[config.mk]
export PLATFORM = sky130hd
export DESIGN_NAME = fwsf_host
export DESIGN_NICKNAME = d
export VERILOG_FILES = /design/src/fwsf_pkg.sv /design/src/fwsf_host.sv
export SDC_FILE = /design/constraint.sdc
export NUM_CORES = 1
export LEC_CHECK = 0
export BUFFER_PORTS_ARGS = -buffer_cell sky130_fd_sc_hd__buf_4
export CORE_MARGIN = 2
export CORE_UTILIZATION = 30
export CTS_CLUSTER_SIZE = 12
export DETAILED_ROUTE_END_ITERATION = 10
export MAX_ROUTING_LAYER = met4
export SETUP_SLACK_MARGIN = 0.5
export SLEW_MARGIN = 25
export SYNTH_ARGS = -nofsm -noshare
export SYNTH_HDL_FRONTEND = slang
export SYNTH_SLANG_ARGS = --single-unit
[constraint.sdc]
create_clock -name REF_CLK -period 2 [get_ports REF_CLK]
set_input_delay 0.1 -clock REF_CLK [delete_from_list [all_inputs] [get_ports REF_CLK]]
set_output_delay 0.1 -clock REF_CLK [all_outputs]
set_load 0.02 [all_outputs]
[src/fwsf_pkg.sv]
// fwsf_pkg: constants, command codes and carrier types for the flash status-poll controller.
// assumes a byte-wide flash with a 21-bit byte address and REF_CLK at 20 MHz.
package fwsf_pkg;

    // ------------------------------------------------------------------
    // widths and clock
    // ------------------------------------------------------------------
    localparam int AW     = 21;
    localparam int CLK_NS = 50;

    // ------------------------------------------------------------------
    // host-side bus timing, in ns or us, and derived cycle counts
    // ------------------------------------------------------------------
    localparam int T_WP_NS     = 100;  // write strobe low time
    localparam int T_ACC_NS    = 120;  // read access allowance
    localparam int T_SUSP_US   = 15;   // longest time to reach suspend
    localparam int T_SEWIN_US  = 50;   // sector-erase timeout window
    localparam int SYNC_STAGES = 3;
    localparam logic [3:0]  WP_CYC    = 4'((T_WP_NS + CLK_NS - 1) / CLK_NS);
    localparam logic [3:0]  ACC_CYC   = 4'((T_ACC_NS + CLK_NS - 1) / CLK_NS + SYNC_STAGES);
    localparam logic [10:0] SUSP_CYC  = 11'((T_SUSP_US * 1000 + CLK_NS - 1) / CLK_NS);
    // window is a longest time for the host: round down
    localparam logic [10:0] SEWIN_CYC = 11'((T_SEWIN_US * 1000) / CLK_NS);

    // ------------------------------------------------------------------
    // command-cycle addresses and data
    // ------------------------------------------------------------------
    localparam logic [AW-1:0] UNLOCK_A1 = 21'h000555;
    localparam logic [AW-1:0] UNLOCK_A2 = 21'h0002AA;
    localparam logic [7:0] UNLOCK_D1  = 8'hAA;
    localparam logic [7:0] UNLOCK_D2  = 8'h55;
    localparam logic [7:0] CMD_PROG   = 8'hA0;
    localparam logic [7:0] CMD_ESETUP = 8'h80;
    localparam logic [7:0] CMD_CHIP   = 8'h10;
    localparam logic [7:0] CMD_SECT   = 8'h30;
    localparam logic [7:0] CMD_SUSP   = 8'hB0;
    localparam logic [7:0] CMD_RESUME = 8'h30;
    localparam logic [7:0] CMD_RESET  = 8'hF0;

    // ------------------------------------------------------------------
    // status bit positions
    // ------------------------------------------------------------------
    localparam int POLL_STATUS_BIT   = 7;
    localparam int TOGGLE_STATUS_BIT = 6;
    localparam int TIMEOUT_FAIL_BIT  = 5;
    localparam int ERASE_WINDOW_BIT  = 3;

    // ------------------------------------------------------------------
    // user operations and carriers
    // ------------------------------------------------------------------
    typedef enum logic [2:0] {
        OP_READ     = 3'h0,
        OP_PROG     = 3'h1,
        OP_CHIP     = 3'h2,
        OP_SECT     = 3'h3,
        OP_ADD_SECT = 3'h4,
        OP_SUSPEND  = 3'h5,
        OP_RESUME   = 3'h6,
        OP_POLL     = 3'h7
    } fwsf_op_t;

    typedef struct packed {
        fwsf_op_t        op;
        logic [AW-1:0]   addr;
        logic [7:0]      data;
    } fwsf_cmd_t;

    typedef struct packed {
        logic [7:0]      data;
        logic            fail;
        logic            reject;
    } fwsf_rsp_t;

    typedef struct packed {
        logic [AW-1:0]   addr;
        logic [7:0]      data;
        logic            last;
    } fwsf_cyc_t;

endpackage : fwsf_pkg

[src/fwsf_host.sv]
// fwsf_host: host controller that writes command sequences to a byte-wide flash
// and reads its progress flags until the program or erase has ended.
// assumes the flash pins are wired straight to this block and the flash runs unclocked.
//
// Overview of operation
// - suspend flips poll bit to 1; host reads the erasing sector to see it
// - host polls erase inside an erasing, unprotected sector
// - poll bit may flip before other bits are valid; host re-reads
// - programming 1 over 0 locks up with fail bit 1; host resets device
// - host checks erase window bit before and after each extra sector
`timescale 1ns/1ps
`default_nettype none

module fwsf_host (
    input  wire logic                    REF_CLK,
    input  wire logic                    ARST_N,
    input  wire logic                    CMD_VALID,
    input  wire fwsf_pkg::fwsf_cmd_t     CMD,
    output var  logic                    CMD_READY,
    output var  logic                    RSP_VALID,
    output var  fwsf_pkg::fwsf_rsp_t     RSP,
    output var  logic                    CE_N,
    output var  logic                    OE_N,
    output var  logic                    WE_N,
    output var  logic [fwsf_pkg::AW-1:0] ADDR,
    input  wire logic [7:0]              DQ_IN,
    output var  logic [7:0]              DQ_OUT,
    output var  logic                    DQ_OE
);
    import fwsf_pkg::*;

    typedef enum logic [4:0] {
        S_IDLE  = 5'b00001,
        S_WRITE = 5'b00010,
        S_READ  = 5'b00100,
        S_EVAL  = 5'b01000,
        S_WAIT  = 5'b10000
    } fwsf_state_t;

    // ------------------------------------------------------------------
    // command-cycle table
    // ------------------------------------------------------------------
    function automatic fwsf_cyc_t seq_cycle(input fwsf_op_t op, input logic [2:0] idx,
                                            input logic [AW-1:0] a, input logic [7:0] d);
        fwsf_cyc_t c;
        c.last = 1'b0;
        // unlock pairs sit at steps 0-1 and 3-4; step 2 is overridden below
        c.addr = (idx == 3'h1 || idx == 3'h4) ? UNLOCK_A2 : UNLOCK_A1;
        c.data = (idx == 3'h1 || idx == 3'h4) ? UNLOCK_D2 : UNLOCK_D1;
        unique case (op)
            OP_PROG: begin
                if (idx == 3'h2) c.data = CMD_PROG;
                if (idx == 3'h3) begin
                    c.addr = a;
                    c.data = d;
                    c.last = 1'b1;
                end
            end
            OP_CHIP, OP_SECT: begin
                if (idx == 3'h2) c.data = CMD_ESETUP;
                if (idx == 3'h5) begin
                    c.addr = (op == OP_SECT) ? a : UNLOCK_A1;
                    c.data = (op == OP_SECT) ? CMD_SECT : CMD_CHIP;
                    c.last = 1'b1;
                end
            end
            default: begin
                // single-cycle commands; address is don't-care except extra sector
                c.addr = a;
                c.data = (op == OP_ADD_SECT) ? CMD_SECT :
                         (op == OP_SUSPEND)  ? CMD_SUSP :
                         (op == OP_RESUME)   ? CMD_RESUME : CMD_RESET;
                c.last = 1'b1;
            end
        endcase
        return c;
    endfunction : seq_cycle

    // ------------------------------------------------------------------
    // data pin synchroniser
    // ------------------------------------------------------------------
    logic [7:0] dq_s1;
    logic [7:0] dq_s2;
    logic [7:0] dq_s3;

    always_ff @(posedge REF_CLK or negedge ARST_N) begin
        if (!ARST_N) begin
            dq_s1 <= 8'h00;
            dq_s2 <= 8'h00;
            dq_s3 <= 8'h00;
        end else begin
            dq_s1 <= DQ_IN;
            dq_s2 <= dq_s1;
            dq_s3 <= dq_s2;
        end
    end

    // ------------------------------------------------------------------
    // sector-erase window tracker
    // ------------------------------------------------------------------
    fwsf_state_t   state;
    fwsf_cmd_t     cmd;
    fwsf_cyc_t     cyc;
    logic [2:0]    idx;
    logic [3:0]    ph;
    logic [10:0]   wait_cnt;
    logic [10:0]   win_cnt;
    logic [7:0]    rd;
    logic          exp7;
    logic          reread;
    logic          fail_seen;
    logic          stage;
    logic          resetting;

    assign cyc = seq_cycle(resetting ? OP_POLL : cmd.op, idx, cmd.addr, cmd.data);

    // the window restarts on every accepted sector strobe; extra sectors after it
    // closes would start nothing, so they are refused without a write
    always_ff @(posedge REF_CLK or negedge ARST_N) begin
        if (!ARST_N) begin
            win_cnt <= 11'h000;
        end else if (state == S_WRITE && ph == WP_CYC + 4'h1 && cyc.last &&
                     (cmd.op == OP_SECT || cmd.op == OP_ADD_SECT) && !resetting) begin
            win_cnt <= SEWIN_CYC;
        end else if (win_cnt != 11'h000) begin
            win_cnt <= win_cnt - 11'h001;
        end
    end

    // ------------------------------------------------------------------
    // sequencer and pins
    // ------------------------------------------------------------------
    always_ff @(posedge REF_CLK or negedge ARST_N) begin
        if (!ARST_N) begin
            state     <= S_IDLE;
            cmd       <= '0;
            idx       <= 3'h0;
            ph        <= 4'h0;
            wait_cnt  <= 11'h000;
            rd        <= 8'h00;
            exp7      <= 1'b1;
            reread    <= 1'b0;
            fail_seen <= 1'b0;
            stage     <= 1'b0;
            resetting <= 1'b0;
            CMD_READY <= 1'b0;
            RSP_VALID <= 1'b0;
            RSP       <= '0;
            CE_N      <= 1'b1;
            OE_N      <= 1'b1;
            WE_N      <= 1'b1;
            ADDR      <= '0;
            DQ_OUT    <= 8'h00;
            DQ_OE     <= 1'b0;
        end else begin
            RSP_VALID <= 1'b0;
            unique case (state)
                S_IDLE: begin
                    CMD_READY <= 1'b1;
                    if (CMD_VALID && CMD_READY) begin
                        CMD_READY <= 1'b0;
                        cmd       <= CMD;
                        idx       <= 3'h0;
                        ph        <= 4'h0;
                        reread    <= 1'b0;
                        fail_seen <= 1'b0;
                        stage     <= 1'b0;
                        RSP       <= '0;
                        // program completes when the poll bit equals the written bit 7,
                        // erase and suspend when it reads 1
                        exp7      <= (CMD.op == OP_PROG) ? CMD.data[7] : 1'b1;
                        if (CMD.op == OP_ADD_SECT && win_cnt == 11'h000) begin
                            RSP.reject <= 1'b1;
                            RSP_VALID  <= 1'b1;
                            CMD_READY  <= 1'b1;
                        end else if (CMD.op == OP_READ || CMD.op == OP_POLL ||
                                     CMD.op == OP_ADD_SECT) begin
                            state <= S_READ;
                        end else begin
                            state <= S_WRITE;
                        end
                    end
                end
                S_WRITE: begin
                    ph <= ph + 4'h1;
                    if (ph == 4'h0) begin
                        ADDR   <= cyc.addr;
                        DQ_OUT <= cyc.data;
                        DQ_OE  <= 1'b1;
                        CE_N   <= 1'b0;
                    end else if (ph == 4'h1) begin
                        WE_N <= 1'b0;
                    end else if (ph == WP_CYC + 4'h1) begin
                        WE_N <= 1'b1; // device latches data on this rising edge
                    end else if (ph == WP_CYC + 4'h2) begin
                        CE_N  <= 1'b1;
                        DQ_OE <= 1'b0;
                    end else if (ph >= WP_CYC + 4'h3) begin
                        ph  <= 4'h0;
                        idx <= idx + 3'h1;
                        if (cyc.last) begin
                            idx <= 3'h0;
                            if (resetting) begin
                                resetting <= 1'b0;
                                RSP_VALID <= 1'b1;
                                state     <= S_IDLE;
                            end else begin
                                unique case (cmd.op)
                                    // status is valid right after the last strobe
                                    OP_PROG, OP_CHIP: state <= S_READ;
                                    OP_ADD_SECT:      state <= S_READ;
                                    OP_SUSPEND: begin
                                        wait_cnt <= SUSP_CYC;
                                        state    <= S_WAIT;
                                    end
                                    default: begin
                                        // sector erase returns at once so extra sectors
                                        // can follow inside the window
                                        RSP_VALID <= 1'b1;
                                        state     <= S_IDLE;
                                    end
                                endcase
                            end
                        end
                    end
                end
                S_WAIT: begin
                    wait_cnt <= wait_cnt - 11'h001;
                    if (wait_cnt == 11'h001) state <= S_READ;
                end
                S_READ: begin
                    // each read is a fresh output-enable pulse, which is what the
                    // toggle bit counts
                    ph <= ph + 4'h1;
                    if (ph == 4'h0) begin
                        ADDR <= cmd.addr;
                        CE_N <= 1'b0;
                        OE_N <= 1'b0;
                    end else if (ph >= ACC_CYC && dq_s2 == dq_s3) begin
                        rd    <= dq_s3;
                        OE_N  <= 1'b1;
                        CE_N  <= 1'b1;
                        ph    <= 4'h0;
                        state <= S_EVAL;
                    end
                end
                S_EVAL: begin
                    state <= S_READ;
                    if (cmd.op == OP_READ) begin
                        RSP.data  <= rd;
                        RSP_VALID <= 1'b1;
                        state     <= S_IDLE;
                    end else if (cmd.op == OP_ADD_SECT) begin
                        if (rd[ERASE_WINDOW_BIT]) begin
                            // high before or after the write: erase already started
                            RSP.reject <= 1'b1;
                            RSP_VALID  <= 1'b1;
                            state      <= S_IDLE;
                        end else if (!stage) begin
                            stage <= 1'b1;
                            state <= S_WRITE;
                        end else begin
                            RSP_VALID <= 1'b1;
                            state     <= S_IDLE;
                        end
                    end else if (rd[POLL_STATUS_BIT] == exp7) begin
                        // bits 0..6 may lag the poll bit; only a second match is trusted
                        reread <= 1'b1;
                        if (reread) begin
                            RSP.data  <= rd;
                            RSP.fail  <= fail_seen;
                            RSP_VALID <= 1'b1;
                            state     <= S_IDLE;
                        end
                    end else if (fail_seen) begin
                        // limit exceeded and still no match: lock-up, reset the device
                        RSP.fail  <= 1'b1;
                        resetting <= 1'b1;
                        idx       <= 3'h0;
                        ph        <= 4'h0;
                        state     <= S_WRITE;
                    end else begin
                        reread <= 1'b0;
                        // one more read after the fail bit rises, since the algorithm
                        // may have finished in the same instant
                        if (rd[TIMEOUT_FAIL_BIT] && cmd.op != OP_SUSPEND) begin
                            fail_seen <= 1'b1;
                        end
                    end
                end
                default: state <= S_IDLE;
            endcase
        end
    end

endmodule : fwsf_host

`default_nettype wire

After elaboration in Yosys (flattened, before gate mapping):

Cells that the tools add are included.

* mux-type cells: 143
* equal/unequal tests: 65
* reductions and logical operators: 50
* add/sub/neg operators: 4
* bitwise operators: 1
* order comparisons: 2

Operators with widths (count)
* $mux 11: 11
* $mux 5: 15
* $mux 8: 8
* $mux 21: 3
* $mux 30: 2
* $pmux 30 s2: 1
* $mux 1: 56
* $mux 4: 12
* $mux 3: 15
* $pmux 21 s2: 1
* $ne 2x2->1 const B: 19
* $reduce_and 11->1: 3
* $reduce_and 5->1: 6
* $eq 3x3->1 const B: 9
* $pmux 5 s5: 1
* $ne 3x3->1 const B: 8
* $pmux 11 s2: 1
* $sub 11x1->11 const B: 2
* $pmux 10 s2: 1
* $eq 3x2->1 const B: 6
* $mux 9: 2
* $pmux 4 s4: 1
* $reduce_bool 2->1: 8
* $eq 3x1->1 const B: 4
* 42 further kinds: 70

* output and inout bits: 45
* word-level logic and storage cells: 293
* input bits: 43
* flip-flop bits (word level): 148

Logic depth before layout (Yosys ltp):

* word-level depth: 13
* depth in mapped cells: 8
* depth with buffers taken out: 7

Least setup slack after synthesis:

OpenSTA, ideal clock, no wires.

* path kind: register -> register
* from: reg state[4]
* to: reg idx[0]
* slack: -0.169 ns
* path buffers: 1
* cell stages (with the launch flop): 7
* arrival: 2.044 ns
* cells stage by stage: dfrtp_1 > or3_1 > buf_2 > or3b_4 > o22ai_2 > o2111a_1 > mux2_2

* cells in the longest elaborated chain, start to end: 3
* elaborated cells between the ends (all ways): 16

Ends and longest elaborated chain
* start, declared: RTL line fwsf_host.sv:101 `fwsf_state_t state;`
* start signal, assigned: RTL line fwsf_host.sv:135 `state <= S_IDLE;`
* start signal, assigned: RTL line fwsf_host.sv:178 `state <= S_READ;`
* start signal, assigned: RTL line fwsf_host.sv:180 `state <= S_WRITE;`
* $eq 5x1->1, or another cell as far along: RTL line fwsf_host.sv:157 `unique case (state)`
* $ne 2x2->1 (no source line), or another cell as far along
* $reduce_and 11->1 (no source line)
* end signal, assigned: RTL line fwsf_host.sv:200 `idx <= idx + 3'h1;`
* end, declared: RTL line fwsf_host.sv:104 `logic [2:0] idx;`

Several ways; a longest one is shown, not always the timed one.
A chain may end at the register's enable or synchronous reset.

Final worst setup path:

* from: reg state[2]
* to: reg state[2]

* cells in the longest elaborated chain, start to end: 3
* elaborated cells between the ends (all ways): 18

Ends and longest elaborated chain (RTL line)
* $eq 5x3->1, or another cell as far along: fwsf_host.sv:157
* $ne 2x2->1 (no source line) or $ne 2x1->1 (tied branches)
* $reduce_and 11->1 (no source line)

Several ways; a longest one is shown, not always the timed one.

==> out/summary.json <==
{
  "run_status": {
    "status": "finished with violations",
    "failing_checks": "negative setup slack"
  },
  "cts": {
    "cts_htree_levels": 4,
    "inserted_clock_buffers": 17,
    "clk_latency_ns": 0.43,
    "cts.sink_count": 148,
    "path_clk_slew_ns": 0.06,
    "cts_tree": "yes",
    "clock_tree.root_cell": "clkbuf_16",
    "cts_buffer_depth": 2
  },
  "floorplan": {
    "floorplan.die_area_mm2": 0.0242,
    "row_count": 55,
    "top_level_ports": 88,
    "placeableCoreArea_mm2": 0.0226,
    "floorplan.initialDensity_pct": 30.5,
    "die_h_um": 155,
    "dieWidth_um": 155
  },
  "timing": {
    "slew_violations": 0,
    "totalNegativeSetupSlack_ns": -0.333,
    "transition_time_of_the_tightest_slew_check_pin_ns": 0.517,
    "clock-skew-final_ns": 0.00627,
    "report.final.setup_viol": 15,
    "hold_viol": 0,
    "fin_crit_ns": 2.05,
    "worst_slack_ns": -0.0528,
    "post-route-period-util_pct": 103,
    "maxSlewHeadroom_pct": 65.5,
    "grt_setup_unrepaired": "yes",
    "max_freq_ghz": 0.487
  },
  "placed_design": {
    "place_inst": 1111,
    "gp_congestion": 0.914,
    "place_worst_setup_slack_ns": -0.0941,
    "post_placement_cell_area_mm2": 0.00852,
    "post-dp-hpwl_um": 12900,
    "portBuffers": 87
  },
  "synthesis": {
    "number_of_synthesized_register_bits": 148,
    "synth.net_count": 746,
    "postSynth.topFlopCell": "dfrtp_1",
    "yosys.cell_types.count": 75,
    "synthesis.instances": 691,
    "synth.yosys.seq_area_share_pct": 53.9,
    "syn-mean-instance-area_um2": 9.96,
    "synthesis.area_mm2": 0.00688,
    "yosysWarnings": 0,
    "postSynth.asyncResetShare_pct": 100,
    "number_of_synthesized_flops_with_an_enable_pin": 0
  },
  "pwr": {
    "net-switching-power_w": 0.00196,
    "vdd_drop_max_v": 0.000523,
    "cell_internal_pwr_w": 0.00571,
    "power.share.switching_pct": 25.6,
    "sequentialPowerShare_pct": 41.5,
    "power_density_mw_per_mm2": 698,
    "comb_power_share_pct": 12.7,
    "power.clock.fraction_pct": 45.8,
    "total_leakage_power_nw": 5.04
  },
  "finish": {
    "final.fill_count": 1962,
    "instances_no_fill": 1228,
    "stdcell_area_mm2": 0.0110,
    "num-nets-final": 985,
    "multi_input_area_mm2": 0.00388,
    "area_delta_synth_final_pct": 59.8,
    "antenna_cells_inserted": 0,
    "post_route_cells_drive_above_1_share_pct": 46.6,
    "regArea_mm2": 0.00371
  },
  "critical_path": {
    "critical_path_peak_fanout": 10,
    "timing.critical_path.to_type": "register",
    "timing.critical_path.required_ns": 2.31,
    "worst-setup-path-type": "register to register",
    "worst_ep_arrival_time_ns": 2.37,
    "critPathLaunchType": "register"
  },
  "drt": {
    "drt_iter0_markers": 461,
    "via_per_inst": 5.00,
    "detailroute.via_count": 6141,
    "ant_nets": 0,
    "wire_per_inst_um": 16.7,
    "drc_violations": 0,
    "detail_route.first_pass.iterations": 5,
    "wl_um": 20500
  },
  "global_routing": {
    "groute.layer.met1.usage_pct": 23.5,
    "global_route.usage.met3_pct": 3.34,
    "grt_most_used_layer": "met2",
    "grt_first_pass_wirelength_um": 32200,
    "grt_antenna_before_repair": 0,
    "grt.total_usage_pct": 17.4,
    "largest_net_degree_at_the_start_of_global_routing": 54,
    "first_global_vias": 5961,
    "grt_remaining_overflow": 0,
    "grt_util_met2_pct": 26.6
  },
  "run": {
    "cap_viol_max_count": 0
  },
  "min_path": {
    "min_path_type": "input port to asynchronous set/reset pin"
  }
}
==> state kept, by name, summed over array words and instances (netlist names), 8 cells and up <==
register  cells
cmd          32
rd            8
DQ_OUT        8
wait_cnt     11
RSP          10
dq_s1         8
ADDR         21
win_cnt      11
dq_s2         8
dq_s3         8
==> logic make-up after synthesis <==
group           Yosys count  share of synthesized area [%]
fa+ha+maj                12                           2.18
xor+xnor                 21                           2.67
mux                      22                           3.55
compound gates          166                           15.9
buf+inv                  54                           3.20
simple gates            268                           18.6
flops                   148                           53.9
==> per-stage QoR <==
step	util [%]	power, W	hold WS [ns]
2_1_floorplan	-	0.00359	-0.196
3_3_place_gp	37.7	0.00396	0.104
3_5_place_dp	37.7	0.00396	0.0942
4_1_cts	46.2	0.00763	0.148
5_1_grt	48.7	0.00796	0.202
6_report	48.7	0.00767	0.203
==> layout make-up <==
cell class                      instances  share of cell area, %
Sequential cell                       148                   33.8
Clock inverter                         14                   1.95
Clock buffer                           18                   3.90
Tap cell                              285                   3.24
Timing Repair Buffer                  248                   20.9
Inverter                               26                  0.911
Multi-Input combinational cell        489                   35.3
==> final timing paths <==
path                           start     endpoint  slack [ns]  cells past startpoint
setup / recovery            state[2]     state[2]       -0.05                      6
hold / removal                ARST_N  wait_cnt[4]        0.20                      2
setup reg to reg            state[2]     state[2]       -0.05                      6
hold reg to reg             dq_s1[6]     dq_s2[6]        0.35                      0
max in group asynchronous     ARST_N         OE_N        1.09                      3
min in group REF_CLK       CMD_VALID    RSP_VALID        0.21                      3
==> critical path, cell delays in order (launching register included) <==
cell and delay (ns):
dfrtp_1 0.39, or4b_4 0.52, or2_4 0.25, buf_4 0.20, a21o_1 0.20, and2_1 0.16, a31o_2 0.23
==> placed cells by master, fill, tap and decap left out, types with 5 or more instances in the layout <==
master	Yosys	final
a22o_1	14	14
dfstp_2	5	5
nor3_1	8	6
nand2_2	0	49
and2_1	7	6
buf_12	0	12
nor2_1	56	48
a21oi_2	1	12
ha_1	12	5
nor2b_1	9	6
nor2_4	0	7
nand2_4	0	16
xor2_1	8	8
xnor2_1	13	13
dlygate4sd3_1	0	41
o21ai_1	2	9
a21oi_1	36	24
a21o_1	5	5
buf_4	0	168
buf_6	1	20
inv_6	0	5
a31oi_1	10	7
nand2b_1	7	5
mux2_4	0	19
ha_4	0	5
nand2_1	118	53
o21ai_0	51	26
inv_1	26	20
clkbuf_16	0	19
nand3_1	17	14
o21ai_2	0	16
dfrtp_1	143	139
inv_2	0	5
==> layer usage <==
layer  wire [µm]  up-vias
met5           0        -
met4         433        0
met3         829       40
met2        9840      169
met1        9390     3018
li1            -     2914
==> repair_timing <==
| item | in CTS | in global routing |
|---|---|---|
| endpoints found under the hold margin | 89 | 0 |
| resized for setup | 158 | 106 |
| setup endpoints to repair | 124 | 124 |
| hold buffers | 41 | 0 |
| gates cloned | 4 | 2 |
| setup buffers | 27 | 11 |
| pin swaps | 70 | 51 |
==> power by group through the flow <==
stage | registers [W] | logic, W | clock network, W
2_1_floorplan | 0.00325 | 0.000342 | 0
6_report | 0.00319 | 0.000971 | 0.00351
3_3_place_gp | 0.00322 | 0.000736 | 0
5_1_grt | 0.00320 | 0.00106 | 0.00370
3_5_place_dp | 0.00322 | 0.000743 | 0
4_1_cts | 0.00317 | 0.000900 | 0.00357
==> Yosys cell counts (4+ instances only) <==
cell / number / share of area, %
nor2_1: 56 / 3.1
xor2_1: 8 / 1.0
ha_1: 12 / 2.2
and3_1: 4 / 0.36
nand4_1: 4 / 0.36
a31oi_1: 10 / 0.91
xnor2_1: 13 / 1.7
nand2_1: 118 / 6.4
mux2_2: 19 / 3.1
nor4_1: 6 / 0.55
nor2b_1: 9 / 0.82
inv_1: 26 / 1.4
buf_2: 8 / 0.58
clkbuf_1: 18 / 0.98
a21o_1: 5 / 0.55
nand2b_1: 7 / 0.64
a22o_1: 14 / 1.8
o31ai_1: 6 / 0.65
dfstp_2: 5 / 1.9
dfrtp_1: 143 / 52
nor4b_1: 5 / 0.64
a21oi_1: 36 / 2.6
nand3_1: 17 / 1.2
o21ai_0: 51 / 3.7
nor3_1: 8 / 0.58
and2_1: 7 / 0.64
nand3b_1: 4 / 0.44
(Power assumes the default switching activity.)
